`config.mk`:
```
export PLATFORM = sky130hd
export DESIGN_NAME = wwd_core
export DESIGN_NICKNAME = d
export VERILOG_FILES = /design/src/rtl/wwd_pkg.sv /design/src/rtl/wwd_core.sv
export SDC_FILE = /design/constraint.sdc
export NUM_CORES = 1
export LEC_CHECK = 0
export BUFFER_PORTS_ARGS = -buffer_cell sky130_fd_sc_hd__buf_4
export CAP_MARGIN = 30
export CORE_MARGIN = 2
export CORE_UTILIZATION = 23
export CTS_BUF_LIST = sky130_fd_sc_hd__clkbuf_16
export CTS_CLUSTER_SIZE = 10
export DETAILED_ROUTE_END_ITERATION = 6
export RECOVER_POWER = 25
export SLEW_MARGIN = 5
export SYNTH_ARGS = -nofsm -noshare
export SYNTH_HDL_FRONTEND = slang
export SYNTH_SLANG_ARGS = --single-unit
```
`constraint.sdc`:
```
create_clock -name CORE_CLK -period 9.7 [get_ports CORE_CLK]
set_input_delay 2.425 -clock CORE_CLK [delete_from_list [all_inputs] [get_ports CORE_CLK]]
set_output_delay 2.425 -clock CORE_CLK [all_outputs]
set_load 0.01 [all_outputs]
```
`src/rtl/wwd_pkg.sv`:
```
// constants and types for the window watchdog
// Contract
// - counter ticks only from low-speed clock
// - oscillator runs if enabled or wakeup-select set
// - standby stops oscillator and counter when configured
// - after standby with standby-run off, counter restarts from zero
// - standby-run off forces fully open window
// - standby-run on keeps counting through standby
// - counter overflow raises internal reset
// - single-bit write to restart raises reset
// - restart byte other than ac raises reset
// - restart write in closed window resets
// - watchdog reset clears counter to zero
// - watchdog reset sets cause flag bit 4
// - option byte fetched at c0 after reset
// - boot swap fetches option from 10c0
// - optional interrupt at 75 percent elapsed
// - window code: 50, 75, 100 percent open
// - enable bit decides counting after reset
// - three-bit select gives eight overflow periods
// - option settings act only after release
// - first restart after reset ignores window
// - early restart resets; open period accepts
package wwd_pkg;
    // clock and low-speed oscillator timing
    localparam int CORE_FREQ_KHZ  = 100000;
    localparam int LSC_FREQ_KHZ   = 15;
    localparam int LSC_DIV_CYCLES = (CORE_FREQ_KHZ + LSC_FREQ_KHZ / 2) / LSC_FREQ_KHZ;
    // register bus
    localparam int           ADDR_W        = 8;
    localparam int           DATA_W        = 8;
    localparam logic [7:0]   ADR_RESTART   = 8'h04;
    localparam logic [7:0]   ADR_CAUSE     = 8'h08;
    localparam logic [7:0]   ADR_SPEED_CTL = 8'h0c;
    localparam logic [7:0]   ADR_STATUS    = 8'h10;
    localparam logic [7:0]   ADR_OPTION    = 8'hc0;
    localparam logic [7:0]   RESTART_KEY   = 8'hac;
    localparam int           CAUSE_BIT     = 4;
    localparam int           WAKE_SEL_BIT  = 4;
    // option byte fetch
    localparam int           OPT_AW        = 17;
    localparam logic [16:0]  OPT_BASE      = 17'h000c0;
    localparam logic [16:0]  OPT_BASE_SWAP = 17'h010c0;
    // option byte fields
    localparam int           OB_IRQ        = 7;
    localparam int           OB_WIN_HI     = 6;
    localparam int           OB_WIN_LO     = 5;
    localparam int           OB_EN         = 4;
    localparam int           OB_OVF_HI     = 3;
    localparam int           OB_OVF_LO     = 1;
    localparam int           OB_STBY       = 0;
    // window codes
    localparam logic [1:0]   WIN_50        = 2'h1;
    localparam logic [1:0]   WIN_75        = 2'h2;
    // counter
    localparam int           CNT_W         = 17;
    typedef logic [CNT_W-1:0] wwd_cnt_t;
    // overflow period as a power of two of low-speed clocks, per select code
    typedef logic [4:0] wwd_exp_t;
    localparam wwd_exp_t OVF_EXP [8] = '{5'h06, 5'h07, 5'h08, 5'h09,
                                         5'h0b, 5'h0d, 5'h0e, 5'h10};
    typedef enum logic [1:0] {
        ST_FETCH = 2'b00,
        ST_WAIT  = 2'b01,
        ST_RUN   = 2'b10
    } wwd_state_e;
endpackage : wwd_pkg

```
`src/rtl/wwd_core.sv`:
```
// window watchdog core: option fetch, low-speed tick, window counter, reset cause
//
// Strobed register access is this design's own decision.
`timescale 1ns/1ns
`default_nettype none
module wwd_core
    import wwd_pkg::*;
#(
    parameter int LSC_DIV = wwd_pkg::LSC_DIV_CYCLES
)(
    // clock and reset
    input  wire logic                      CORE_CLK,
    input  wire logic                      RST_B,
    // register port
    input  wire logic [wwd_pkg::ADDR_W-1:0] ADDR,
    input  wire logic [wwd_pkg::DATA_W-1:0] WDATA,
    input  wire logic                      WR,
    input  wire logic                      BIT_OP,
    input  wire logic                      RD,
    output logic      [wwd_pkg::DATA_W-1:0] RDATA,
    // option byte fetch
    input  wire logic                      BOOT_SWAP,
    output logic                           OPT_RD,
    output logic      [wwd_pkg::OPT_AW-1:0] OPT_ADDR,
    input  wire logic [7:0]                OPT_DATA,
    // cpu standby state
    input  wire logic                      STANDBY,
    // outputs
    output logic                           LSC_RUN,
    output logic                           QUARTER_LEFT_IRQ,
    output logic                           GUARD_RESET
);
    import wwd_pkg::*;

    initial begin
        if (LSC_DIV < 2)
        begin
            $error("LSC_DIV must be at least 2");
        end
    end

    wwd_state_e              state_r;
    logic [7:0]              opt_r;
    logic                    first_done_r;
    logic                    cause_r;
    logic                    wake_sel_r;
    logic                    stopped_r;
    logic [31:0]             div_r;
    logic                    tick;
    wwd_cnt_t                cnt_r;
    wwd_cnt_t                period;
    wwd_cnt_t                closed_lim;
    logic                    quarter_left_irq_enable;
    logic [1:0]              open_window_sel;
    logic                    guard_counter_enable;
    logic [2:0]              overflow_sel;
    logic                    standby_run_option;
    logic                    running;
    logic                    hold;
    logic                    closed;
    logic                    wr_restart;
    logic                    bad_write;
    logic                    good_write;
    logic                    overflow;
    logic                    fault;
    logic                    osc_on;

    // option fields, only meaningful in run state
    assign quarter_left_irq_enable = opt_r[OB_IRQ];
    assign open_window_sel         = opt_r[OB_WIN_HI:OB_WIN_LO];
    assign guard_counter_enable    = opt_r[OB_EN];
    assign overflow_sel            = opt_r[OB_OVF_HI:OB_OVF_LO];
    assign standby_run_option      = opt_r[OB_STBY];

    assign period  = wwd_cnt_t'(1) << OVF_EXP[overflow_sel];

    // closed part of the period, measured from its start
    always_comb
    begin
        closed_lim = '0;
        if (!standby_run_option)
        begin
            closed_lim = '0;
        end
        else if (open_window_sel == WIN_50)
        begin
            closed_lim = period >> 1;
        end
        else if (open_window_sel == WIN_75)
        begin
            closed_lim = period >> 2;
        end
    end

    // first restart after release is free of the window
    assign closed = first_done_r && (cnt_r < closed_lim);

    assign running = (state_r == ST_RUN) && guard_counter_enable;
    // counter holds in standby unless standby-run is set
    assign hold    = STANDBY && !standby_run_option;
    // oscillator stops only when nothing else needs it
    assign osc_on  = (state_r == ST_RUN) && (guard_counter_enable || wake_sel_r)
                     && !(hold && !wake_sel_r);

    assign wr_restart = WR && (ADDR == ADR_RESTART) && (state_r == ST_RUN);
    assign bad_write  = wr_restart && (BIT_OP
                                    || (WDATA != RESTART_KEY)
                                    || closed);
    assign good_write = wr_restart && !bad_write;
    assign overflow   = running && !hold && tick && (cnt_r == period - wwd_cnt_t'(1));
    assign fault      = running && (bad_write || overflow);

    // option fetch after every reset, power-on or watchdog
    always_ff @(posedge CORE_CLK or negedge RST_B)
    begin
        if (!RST_B)
        begin
            state_r  <= ST_FETCH;
            opt_r    <= 8'h00;
            OPT_RD   <= 1'b0;
            OPT_ADDR <= '0;
        end
        else if (fault)
        begin
            state_r  <= ST_FETCH;
            OPT_RD   <= 1'b0;
        end
        else
        begin
            case (state_r)
                ST_FETCH:
                begin
                    OPT_RD   <= 1'b1;
                    OPT_ADDR <= BOOT_SWAP ? OPT_BASE_SWAP : OPT_BASE;
                    state_r  <= ST_WAIT;
                end
                ST_WAIT:
                begin
                    OPT_RD  <= 1'b0;
                    opt_r   <= OPT_DATA;
                    state_r <= ST_RUN;
                end
                ST_RUN:
                begin
                    OPT_RD <= 1'b0;
                end
                default:
                begin
                    state_r <= ST_FETCH;
                end
            endcase
        end
    end

    // low-speed clock stand-in: one-cycle tick per oscillator period
    always_ff @(posedge CORE_CLK or negedge RST_B)
    begin
        if (!RST_B)
        begin
            div_r   <= '0;
            LSC_RUN <= 1'b0;
        end
        else
        begin
            LSC_RUN <= osc_on;
            if (!osc_on || div_r == 32'(LSC_DIV - 1))
            begin
                div_r <= '0;
            end
            else
            begin
                div_r <= div_r + 32'h1;
            end
        end
    end
    assign tick = osc_on && (div_r == 32'(LSC_DIV - 1));

    // window counter
    always_ff @(posedge CORE_CLK or negedge RST_B)
    begin
        if (!RST_B)
        begin
            cnt_r     <= '0;
            stopped_r <= 1'b0;
        end
        else
        begin
            stopped_r <= running && hold;
            if (!running || fault)
            begin
                cnt_r <= '0;
            end
            else if (good_write)
            begin
                cnt_r <= '0;
            end
            else if (stopped_r && !hold)
            begin
                cnt_r <= '0;
            end
            else if (tick && !hold)
            begin
                cnt_r <= cnt_r + wwd_cnt_t'(1);
            end
        end
    end

    // first-restart flag, reset pulse, quarter-left interrupt
    always_ff @(posedge CORE_CLK or negedge RST_B)
    begin
        if (!RST_B)
        begin
            first_done_r     <= 1'b0;
            GUARD_RESET      <= 1'b0;
            QUARTER_LEFT_IRQ <= 1'b0;
        end
        else
        begin
            GUARD_RESET      <= fault;
            QUARTER_LEFT_IRQ <= running && !hold && tick && quarter_left_irq_enable
                                && (cnt_r + wwd_cnt_t'(1) == period - (period >> 2));
            if (fault)
            begin
                first_done_r <= 1'b0;
            end
            else if (good_write)
            begin
                first_done_r <= 1'b1;
            end
        end
    end

    // software registers; cause flag survives the watchdog's own reset
    always_ff @(posedge CORE_CLK or negedge RST_B)
    begin
        if (!RST_B)
        begin
            cause_r    <= 1'b0;
            wake_sel_r <= 1'b0;
        end
        else
        begin
            if (fault)
            begin
                cause_r <= 1'b1;
            end
            else if (RD && ADDR == ADR_CAUSE)
            begin
                cause_r <= 1'b0;
            end
            if (WR && ADDR == ADR_SPEED_CTL)
            begin
                wake_sel_r <= WDATA[WAKE_SEL_BIT];
            end
        end
    end

    always_ff @(posedge CORE_CLK or negedge RST_B)
    begin
        if (!RST_B)
        begin
            RDATA <= '0;
        end
        else if (RD)
        begin
            if (ADDR == ADR_CAUSE)
            begin
                RDATA <= DATA_W'(cause_r) << CAUSE_BIT;
            end
            else if (ADDR == ADR_SPEED_CTL)
            begin
                RDATA <= DATA_W'(wake_sel_r) << WAKE_SEL_BIT;
            end
            else if (ADDR == ADR_STATUS)
            begin
                RDATA <= {4'h0, stopped_r, first_done_r, !closed, running};
            end
            else if (ADDR == ADR_OPTION)
            begin
                RDATA <= opt_r;
            end
            else
            begin
                RDATA <= '0;
            end
        end
        else
        begin
            RDATA <= '0;
        end
    end
endmodule : wwd_core
`default_nettype wire

```
==> impl_metrics.env, run 1 <==
export IMPL_drive_gt1_share_pct=10.96
export IMPL_wl_per_cell_um=14.28
export IMPL_drt_total_wl_mm=15.20
export IMPL_multi_input_area_um2=3816
export IMPL_synth_cell_types=82
export IMPL_grt_pass1_wl_mm=25.32
export IMPL_dpl_cell_count=1049
export IMPL_ctsResizeCount=0
export IMPL_clock_sinks=77
export IMPL_grt_use_total_pct=11.11
export IMPL_antenna_found_initial=0
export IMPL_cts_buffers_inserted=9
export IMPL_p_switching_mw=0.6381
export IMPL_core_area_um2=25980
export IMPL_sequentialPowerShare_pct=28.2
export IMPL_ctsHoldBuffers=0
export IMPL_vias=5151
export IMPL_critPathSlowestCell="clkbuf_1"
export IMPL_area_growth_pct=14.21
export IMPL_synth_edff_count=0
export IMPL_cp_cell_sequence="clkbuf_1 > clkbuf_1"
export IMPL_synth_most_common_cell="nor2_1"
export IMPL_io_buffer_count=45
export IMPL_dp_hpwl_mm=11.53
export IMPL_pin_count=60
export IMPL_p_sw_share_pct=41.98
export IMPL_gp_congestion=0.8690
export IMPL_cp_buffers_inverters=2
export IMPL_via_per_inst=4.837
export IMPL_worst_skew_pair_late_latency_ps=350
export IMPL_dieArea_um2=27700
export IMPL_cts_setup_buffers=0
export IMPL_skew_ps=7.105
export IMPL_critPathTopFamily="buffers and inverters"
export IMPL_fillerInstances=2795
export IMPL_seq_area_um2=1927
export IMPL_hold_viol=0
export IMPL_postLayoutCoreUtil_pct=26.67
export IMPL_synth_top_cell_area_share_pct=31.75
export IMPL_ir_drop_mv=0.08293
export IMPL_crit_top_cell="clkbuf_1"
export IMPL_clk_path_buf_depth=2
export IMPL_die_x_um=166.4
export IMPL_post_synth_most_frequent_cells="nor2_1, dfrtp_1, nand2_1"
export IMPL_synth_largest_area_cell="dfrtp_1"
export IMPL_cap_viol_max_count=1
export IMPL_max_freq_ghz=0.1756
export IMPL_path_class="primary input to async pin"
export IMPL_path_clk_slew_ps=60
export IMPL_stdcell_count=1065
export IMPL_yosys_warnings=0
export IMPL_diodes=0
export IMPL_p_clk_share_pct=23.8
export IMPL_leakage_nw=2.838
export IMPL_drt_iter0_drc=391
export IMPL_cts_tree="done"
export IMPL_worst_slew_pin_slew_ps=3040
export IMPL_crit_path_max_fanout=57
export IMPL_syn_inst=700
export IMPL_drc=0
export IMPL_slew_violations=58
export IMPL_p_int_mw=0.8820
export IMPL_status="finished, violations left"
export IMPL_power_frac_comb_pct=48.0
export IMPL_start_util_pct=23.35
export IMPL_end_kind="async pin"
export IMPL_grt_overflow=0
export IMPL_async_flop_share_pct=100.0
export IMPL_fin_crit_sh_pct=58.71
export IMPL_fin_nets=793
export IMPL_violations="max-capacitance violations, max-slew violations"
export IMPL_avgSynthCellArea_um2=8.669
export IMPL_cts_root_buf="clkbuf_16"
export IMPL_ys_ff_latch=77
export IMPL_ys_top_cells_by_area="dfrtp_1, ha_1, xnor2_1, nor2_1, xor2_1"
export IMPL_grt_max_degree=58
export IMPL_finalSetupTns_ps=0
export IMPL_rsz0062_at_grt="false"
export IMPL_critPathMaxStageDelay_ps=2220
export IMPL_synth_cell_area_um2=6068
export IMPL_ant_nets=0
export IMPL_rows=59
export IMPL_seq_area_frac_synth_pct=31.75
export IMPL_maxSlewHeadroom_pct=-102.6
export IMPL_fin_crit_ps=5695
export IMPL_crit_path_start_kind="primary input"
export IMPL_crit_arrival_ps=5470
export IMPL_powerDensity_nw_per_um2=219.3
export IMPL_worstPathRequired_ps=9480
export IMPL_dr_pass1_iters=5
export IMPL_die_height_um=166.4
export IMPL_grt_pass1_vias=4849
export IMPL_htreeDepth=3
export IMPL_setup_viol=0
export IMPL_hold_path_class="flip-flop to flip-flop"
export IMPL_synth_ff_type="dfrtp_1"
final timing paths:
| kind | depth (start not counted) | endpoint | slack (ps) | startpoint |
|---|---|---|---|---|
| setup / recovery | 2 | cnt_r[11]$_DFFE_PN0P_ | 4010 | RST_B |
| hold / removal | 2 | OPT_RD$_DFFE_PN0P_ | 500 | OPT_RD$_DFFE_PN0P_ |
| setup reg to reg | 11 | QUARTER_LEFT_IRQ$_DFF_PN0_ | 5060 | opt_r[1]$_DFFE_PN0P_ |
| hold reg to reg | 2 | OPT_RD$_DFFE_PN0P_ | 500 | OPT_RD$_DFFE_PN0P_ |
| max in group CORE_CLK | 11 | QUARTER_LEFT_IRQ$_DFF_PN0_ | 5060 | opt_r[1]$_DFFE_PN0P_ |
| min in group asynchronous | 1 | div_r[23]$_DFF_PN0_ | 2270 | RST_B |
metal layers:
layer  GRT usage, %  share of wire (%)  up-vias
met1          15.16                 47     2492
li1               -                  -     2521
met5              0                  0        -
met3          2.471                4.7       24
met2          17.77                 47      114
met4          2.961                1.5        0
stage by stage:
step / setup slack (ps) / power, mW / hold slack, ps / cell area (um^2)
2_1_floorplan: 5803 / 0.9917 / 451.1 / 6117
3_3_place_gp: 5171 / 1.145 / 476.2 / 6624
3_5_place_dp: 5111 / 1.154 / 475.7 / 6651
4_1_cts: 5101 / 1.525 / 497.9 / 6965
5_1_grt: 3028 / 1.629 / 525.1 / 6930
6_report: 4005 / 1.520 / 496.0 / 6930
power by group through the flow:
| stage | sequential (mW) | clock, mW | combinational [mW] |
|---|---|---|---|
| after detailed placement | 0.432 | 0 | 0.722 |
| after global routing | 0.437 | 0.387 | 0.804 |
| final | 0.429 | 0.361 | 0.730 |
| after CTS | 0.426 | 0.373 | 0.726 |
| after floorplan | 0.378 | 0 | 0.613 |
| after global placement | 0.429 | 0 | 0.716 |
cell families (layout without fill, tap and decap cells):
| logic type | count (synthesis) | after routing | synth area share (%) |
|---|---|---|---|
| adders and majority gates | 38 | 38 | 7.794 |
| muxes | 8 | 8 | 1.464 |
| and+or+nand+nor | 303 | 303 | 26.72 |
| other | 1 | 14 | 0.06180 |
| AOI/OAI and AO/OA | 114 | 114 | 13.92 |
| buffers and inverters | 77 | 94 | 6.227 |
| DFF | 77 | 77 | 31.75 |
| xor gates and xnor gates | 82 | 82 | 12.06 |
sequential cells by signal, indices dropped and copies added (netlist names):
signal            count
OPT_ADDR              2
OPT_RD                1
div_r                32
RDATA                 8
cnt_r                17
GUARD_RESET           1
stopped_r             1
state_r               2
cause_r               1
LSC_RUN               1
wake_sel_r            1
opt_r                 8
QUARTER_LEFT_IRQ      1
first_done_r          1
cells in the final DEF (no fill, tap or decap), drive strengths merged, types with 13 or more instances in the layout:
cell type,instances
buf,36
and3,14
nand2,53
ha,37
nor2,94
nand3,30
xnor2,45
nand4,18
conb,14
a21oi,17
a22oi,13
inv,33
clkbuf,20
nor3,16
o21ai,14
xor2,36
dfrtp,77
layout make-up:
type                            instances  share of cell area [%]
Sequential cell                        77                   27.80
Timing Repair Buffer                   47                   4.875
Inverter                               31                   1.679
Multi-Input combinational cell        559                   55.06
Tap cell                              335                   6.048
Clock buffer                            9                   3.250
Clock inverter                          7                   1.282
Note: power is estimated with default switching activity, not from simulation.
==> run 2: changes to the inputs <==
--- a/config.mk
+++ b/config.mk
@@ -5,6 +5,7 @@
 export SDC_FILE = /design/constraint.sdc
 export NUM_CORES = 1
 export LEC_CHECK = 0
+export ABC_AREA = 1
 export BUFFER_PORTS_ARGS = -buffer_cell sky130_fd_sc_hd__buf_4
 export CAP_MARGIN = 30
 export CORE_MARGIN = 2
==> constraint.sdc (replaced) <==
create_clock -name CORE_CLK -period 5.9 [get_ports CORE_CLK]
set_input_delay 1.475 -clock CORE_CLK [delete_from_list [all_inputs] [get_ports CORE_CLK]]
set_output_delay 1.475 -clock CORE_CLK [all_outputs]
set_load 0.01 [all_outputs]
==> run 2 against run 1 <==
Compared with the run above:
- highest routed layer unchanged
- clock-buffer cell count stayed put
- the flow now finishes without violations
- combinational power grew 130%
- die area is 15% higher
- core utilization is 0.24 points higher
- synthesized area grew 15%
- global-route usage is 2.0 points higher
- sequential share of layout area decreased by 3.7 points
- clock power grew 81%
- non-clock buffer count is 1 higher
- via count rose by 35%
- first-iteration DRC count grew 51%
- final area is 15% higher
==> impl_metrics.env, run 2 <==
export IMPL_rows=63
export IMPL_muxShareOfSynthArea_pct=0.4845
export IMPL_diodes=0
export IMPL_cp_buffers_inverters=2
export IMPL_ys_top_cells_by_area="dfrtp_1, nand2_1, inv_1, ha_1, nor2_1"
export IMPL_core_area_um2=29720
export IMPL_crit_top_cell="nand2_1"
export IMPL_multi_input_area_um2=4238
export IMPL_setup_viol=0
export IMPL_synth_adder_area_share_pct=6.639
export IMPL_worstReg2RegEnd="state_r[1]$_DFFE_PN0P_"
export IMPL_syn_inst=1028
export IMPL_end_kind="flip-flop"
export IMPL_critPathSlowestCell="dfrtp_1"
export IMPL_grt_use_total_pct=13.11
export IMPL_ctsResizeCount=0
export IMPL_stdcell_count=1461
export IMPL_vias=6951
export IMPL_area_growth_pct=14.70
export IMPL_dieArea_um2=31730
export IMPL_rr_startpoint="opt_r[2]$_DFFE_PN0P_"
export IMPL_crit_arrival_ps=3970
export IMPL_layout_common_cells="nand2_1, inv_1, nor2_1"
export IMPL_preCtsSetupSlack_ps=2264
export IMPL_ant_nets=0
export IMPL_yosys_warnings=0
export IMPL_clk_path_buf_depth=2
export IMPL_clock_sinks=77
export IMPL_final_common_cell="nand2_1"
export IMPL_worst_skew_pair_late_latency_ps=350
export IMPL_status="finished, final reports clean"
export IMPL_hold_path_class="flip-flop to flip-flop"
export IMPL_synth_cell_types=56
export IMPL_avgSynthCellArea_um2=6.783
export IMPL_route_met3_wl_mm=1.055
export IMPL_grt_max_degree=65
export IMPL_fin_nets=1134
export IMPL_cap_viol_max_count=0
export IMPL_top_register="div_r"
export IMPL_pin_count=60
export IMPL_synth_ff_type="dfrtp_1"
export IMPL_synth_cell_area_um2=6973
export IMPL_grt_pass1_wl_mm=33.31
export IMPL_reg2reg_depth=20
export IMPL_setup_slack_ps=2165
export IMPL_worstPathRequired_ps=6140
export IMPL_synthSimpleGateAreaFrac_pct=39.48
export IMPL_async_flop_share_pct=100.0
export IMPL_grt_overflow=0
export IMPL_synth_edff_count=0
export IMPL_antenna_found_initial=0
export IMPL_worst_slew_pin_slew_ps=949.0
export IMPL_die_x_um=178.1
export IMPL_fillerInstances=3242
export IMPL_routed_top_layer="met4"
export IMPL_largestRegisters="div_r x32, cnt_r x17"
export IMPL_dr_pass1_iters=5
export IMPL_slew_violations=0
export IMPL_synth_top_family_by_area="simple AND/OR/NAND/NOR gates"
export IMPL_cts_tree="done"
export IMPL_cp_cell_sequence="ha_1 > nand2_1 > o21ai_4 > inv_2 > nand3_1 > o22ai_1 > inv_1 > ha_1 > nand4_1 > nor3_1 > and3_1 > nand2_1 > nand3_1 > nand2_1 > nand2_1 > nand2_2 > nand2_2 > nand2_2 > nand2_1 > nand2_1"
export IMPL_maxSlewHeadroom_pct=36.74
export IMPL_leakage_nw=3.780
export IMPL_wl_per_cell_um=13.82
export IMPL_ir_drop_mv=0.1419
export IMPL_drt_met1_wl_mm=9.321
export IMPL_start_util_pct=23.46
export IMPL_powerDensity_nw_per_um2=376.1
export IMPL_drt_total_wl_mm=20.19
export IMPL_dpl_cell_count=1445
export IMPL_hold_ws_ps=491.7
export IMPL_seq_area_um2=1927
export IMPL_synth_xor_area_share_pct=3.391
export IMPL_critPathMaxStageDelay_ps=710
export IMPL_via_per_inst=4.758
export IMPL_largest_reg_flops=32
export IMPL_min_path_cells=2
export IMPL_io_buffer_count=45
export IMPL_cts_root_buf="clkbuf_16"
export IMPL_seq_area_frac_synth_pct=27.63
export IMPL_rrSetupSlack_ps=2160
export IMPL_post_synth_most_frequent_cells="nand2_1, inv_1, nor2_1"
export IMPL_min_delay_start="cause_r$_DFFE_PN0P_"
export IMPL_max_freq_ghz=0.2677
export IMPL_synth_most_common_cell="nand2_1"
export IMPL_drive_gt1_share_pct=11.86
export IMPL_htreeDepth=3
export IMPL_synth_top_cell_area_share_pct=27.63
export IMPL_synth_compound_area_share_pct=10.03
export IMPL_critPathTopFamily="simple AND/OR/NAND/NOR gates"
export IMPL_drc=0
export IMPL_drt_iter0_drc=590
export IMPL_cts_buffers_inserted=9
export IMPL_finalSetupTns_ps=0
export IMPL_rsz0062_at_grt="false"
export IMPL_crit_path_start_kind="flip-flop"
export IMPL_path_class="flip-flop to flip-flop"
export IMPL_holdPathEnd="cause_r$_DFFE_PN0P_"
export IMPL_die_height_um=178.1
export IMPL_route_met2_wl_mm=9.393
export IMPL_synth_largest_area_cell="dfrtp_1"
export IMPL_ctsHoldBuffers=0
export IMPL_grt_pass1_vias=6558
export IMPL_fin_crit_sh_pct=63.31
export IMPL_gp_congestion=0.9836
export IMPL_ys_ff_latch=77
export IMPL_dp_hpwl_mm=16.06
export IMPL_path_clk_slew_ps=60
export IMPL_crit_path_max_fanout=10
export IMPL_hold_viol=0
export IMPL_skew_ps=9.170
export IMPL_cts_setup_buffers=0
export IMPL_fin_crit_ps=3735
run 2: worst reg2reg max path, delay by kind of cell (launching register included):
kind | cells | cell delay [ps]
AOI/OAI and AO/OA | 2 | 320
DFF | 1 | 710
buffers and inverters | 2 | 260
adders and majority gates | 2 | 680
and+or+nand+nor | 14 | 1630
run 2: logic make-up after synthesis:
| group | Yosys count |
|---|---|
| compound gates | 117 |
| xor+xnor | 27 |
| buf+inv | 198 |
| mux | 3 |
| simple gates | 568 |
| other cells | 1 |
| fa+ha+maj | 37 |
| flops | 77 |
run 2: final cells by class:
cell class	instances	area share (%)
well taps	390	6.101
flip-flops and latches	77	24.09
repair buffers	48	4.709
clock inverters	7	1.502
multi-input cells	766	52.99
clock buffers	9	2.816
inverters	164	7.791
run 2: worst max path at each step:
stage / from / endpoint / cells after the start
after global placement: opt_r[3]$_DFFE_PN0P_ / state_r[1]$_DFFE_PN0P_ / 21
after detailed placement: opt_r[2]$_DFFE_PN0P_ / state_r[1]$_DFFE_PN0P_ / 20
final: opt_r[2]$_DFFE_PN0P_ / state_r[1]$_DFFE_PN0P_ / 20
after global routing: opt_r[3]$_DFFE_PN0P_ / state_r[1]$_DFFE_PN0P_ / 20
after floorplan: opt_r[1]$_DFFE_PN0P_ / state_r[1]$_DFFE_PN0P_ / 21
after CTS: opt_r[2]$_DFFE_PN0P_ / state_r[1]$_DFFE_PN0P_ / 20
run 2: where the power goes:
group | leakage, nW | switching [mW] | internal, mW | total, mW
Combinational | 2.56 | 1.13 | 0.568 | 1.70
Clock | 0.172 | 0.237 | 0.416 | 0.652
Sequential | 1.05 | 0.0820 | 0.574 | 0.656
run 2: through the flow:
stage	cell area [um^2]	power [mW]	utilization, %
final	7998	3.008	26.91
after global routing	7998	3.247	26.91
after CTS	8001	3.005	26.93
after detailed placement	7656	2.337	25.76
after global placement	7629	2.327	25.67
after floorplan	7022	1.987	-
run 2: routing by layer:
metal	global-route usage [%]	vias to the layer above
met3	2.494	28
met1	17.48	3296
met2	21.29	186
met4	4.269	0
met5	0	-
li1	-	3441
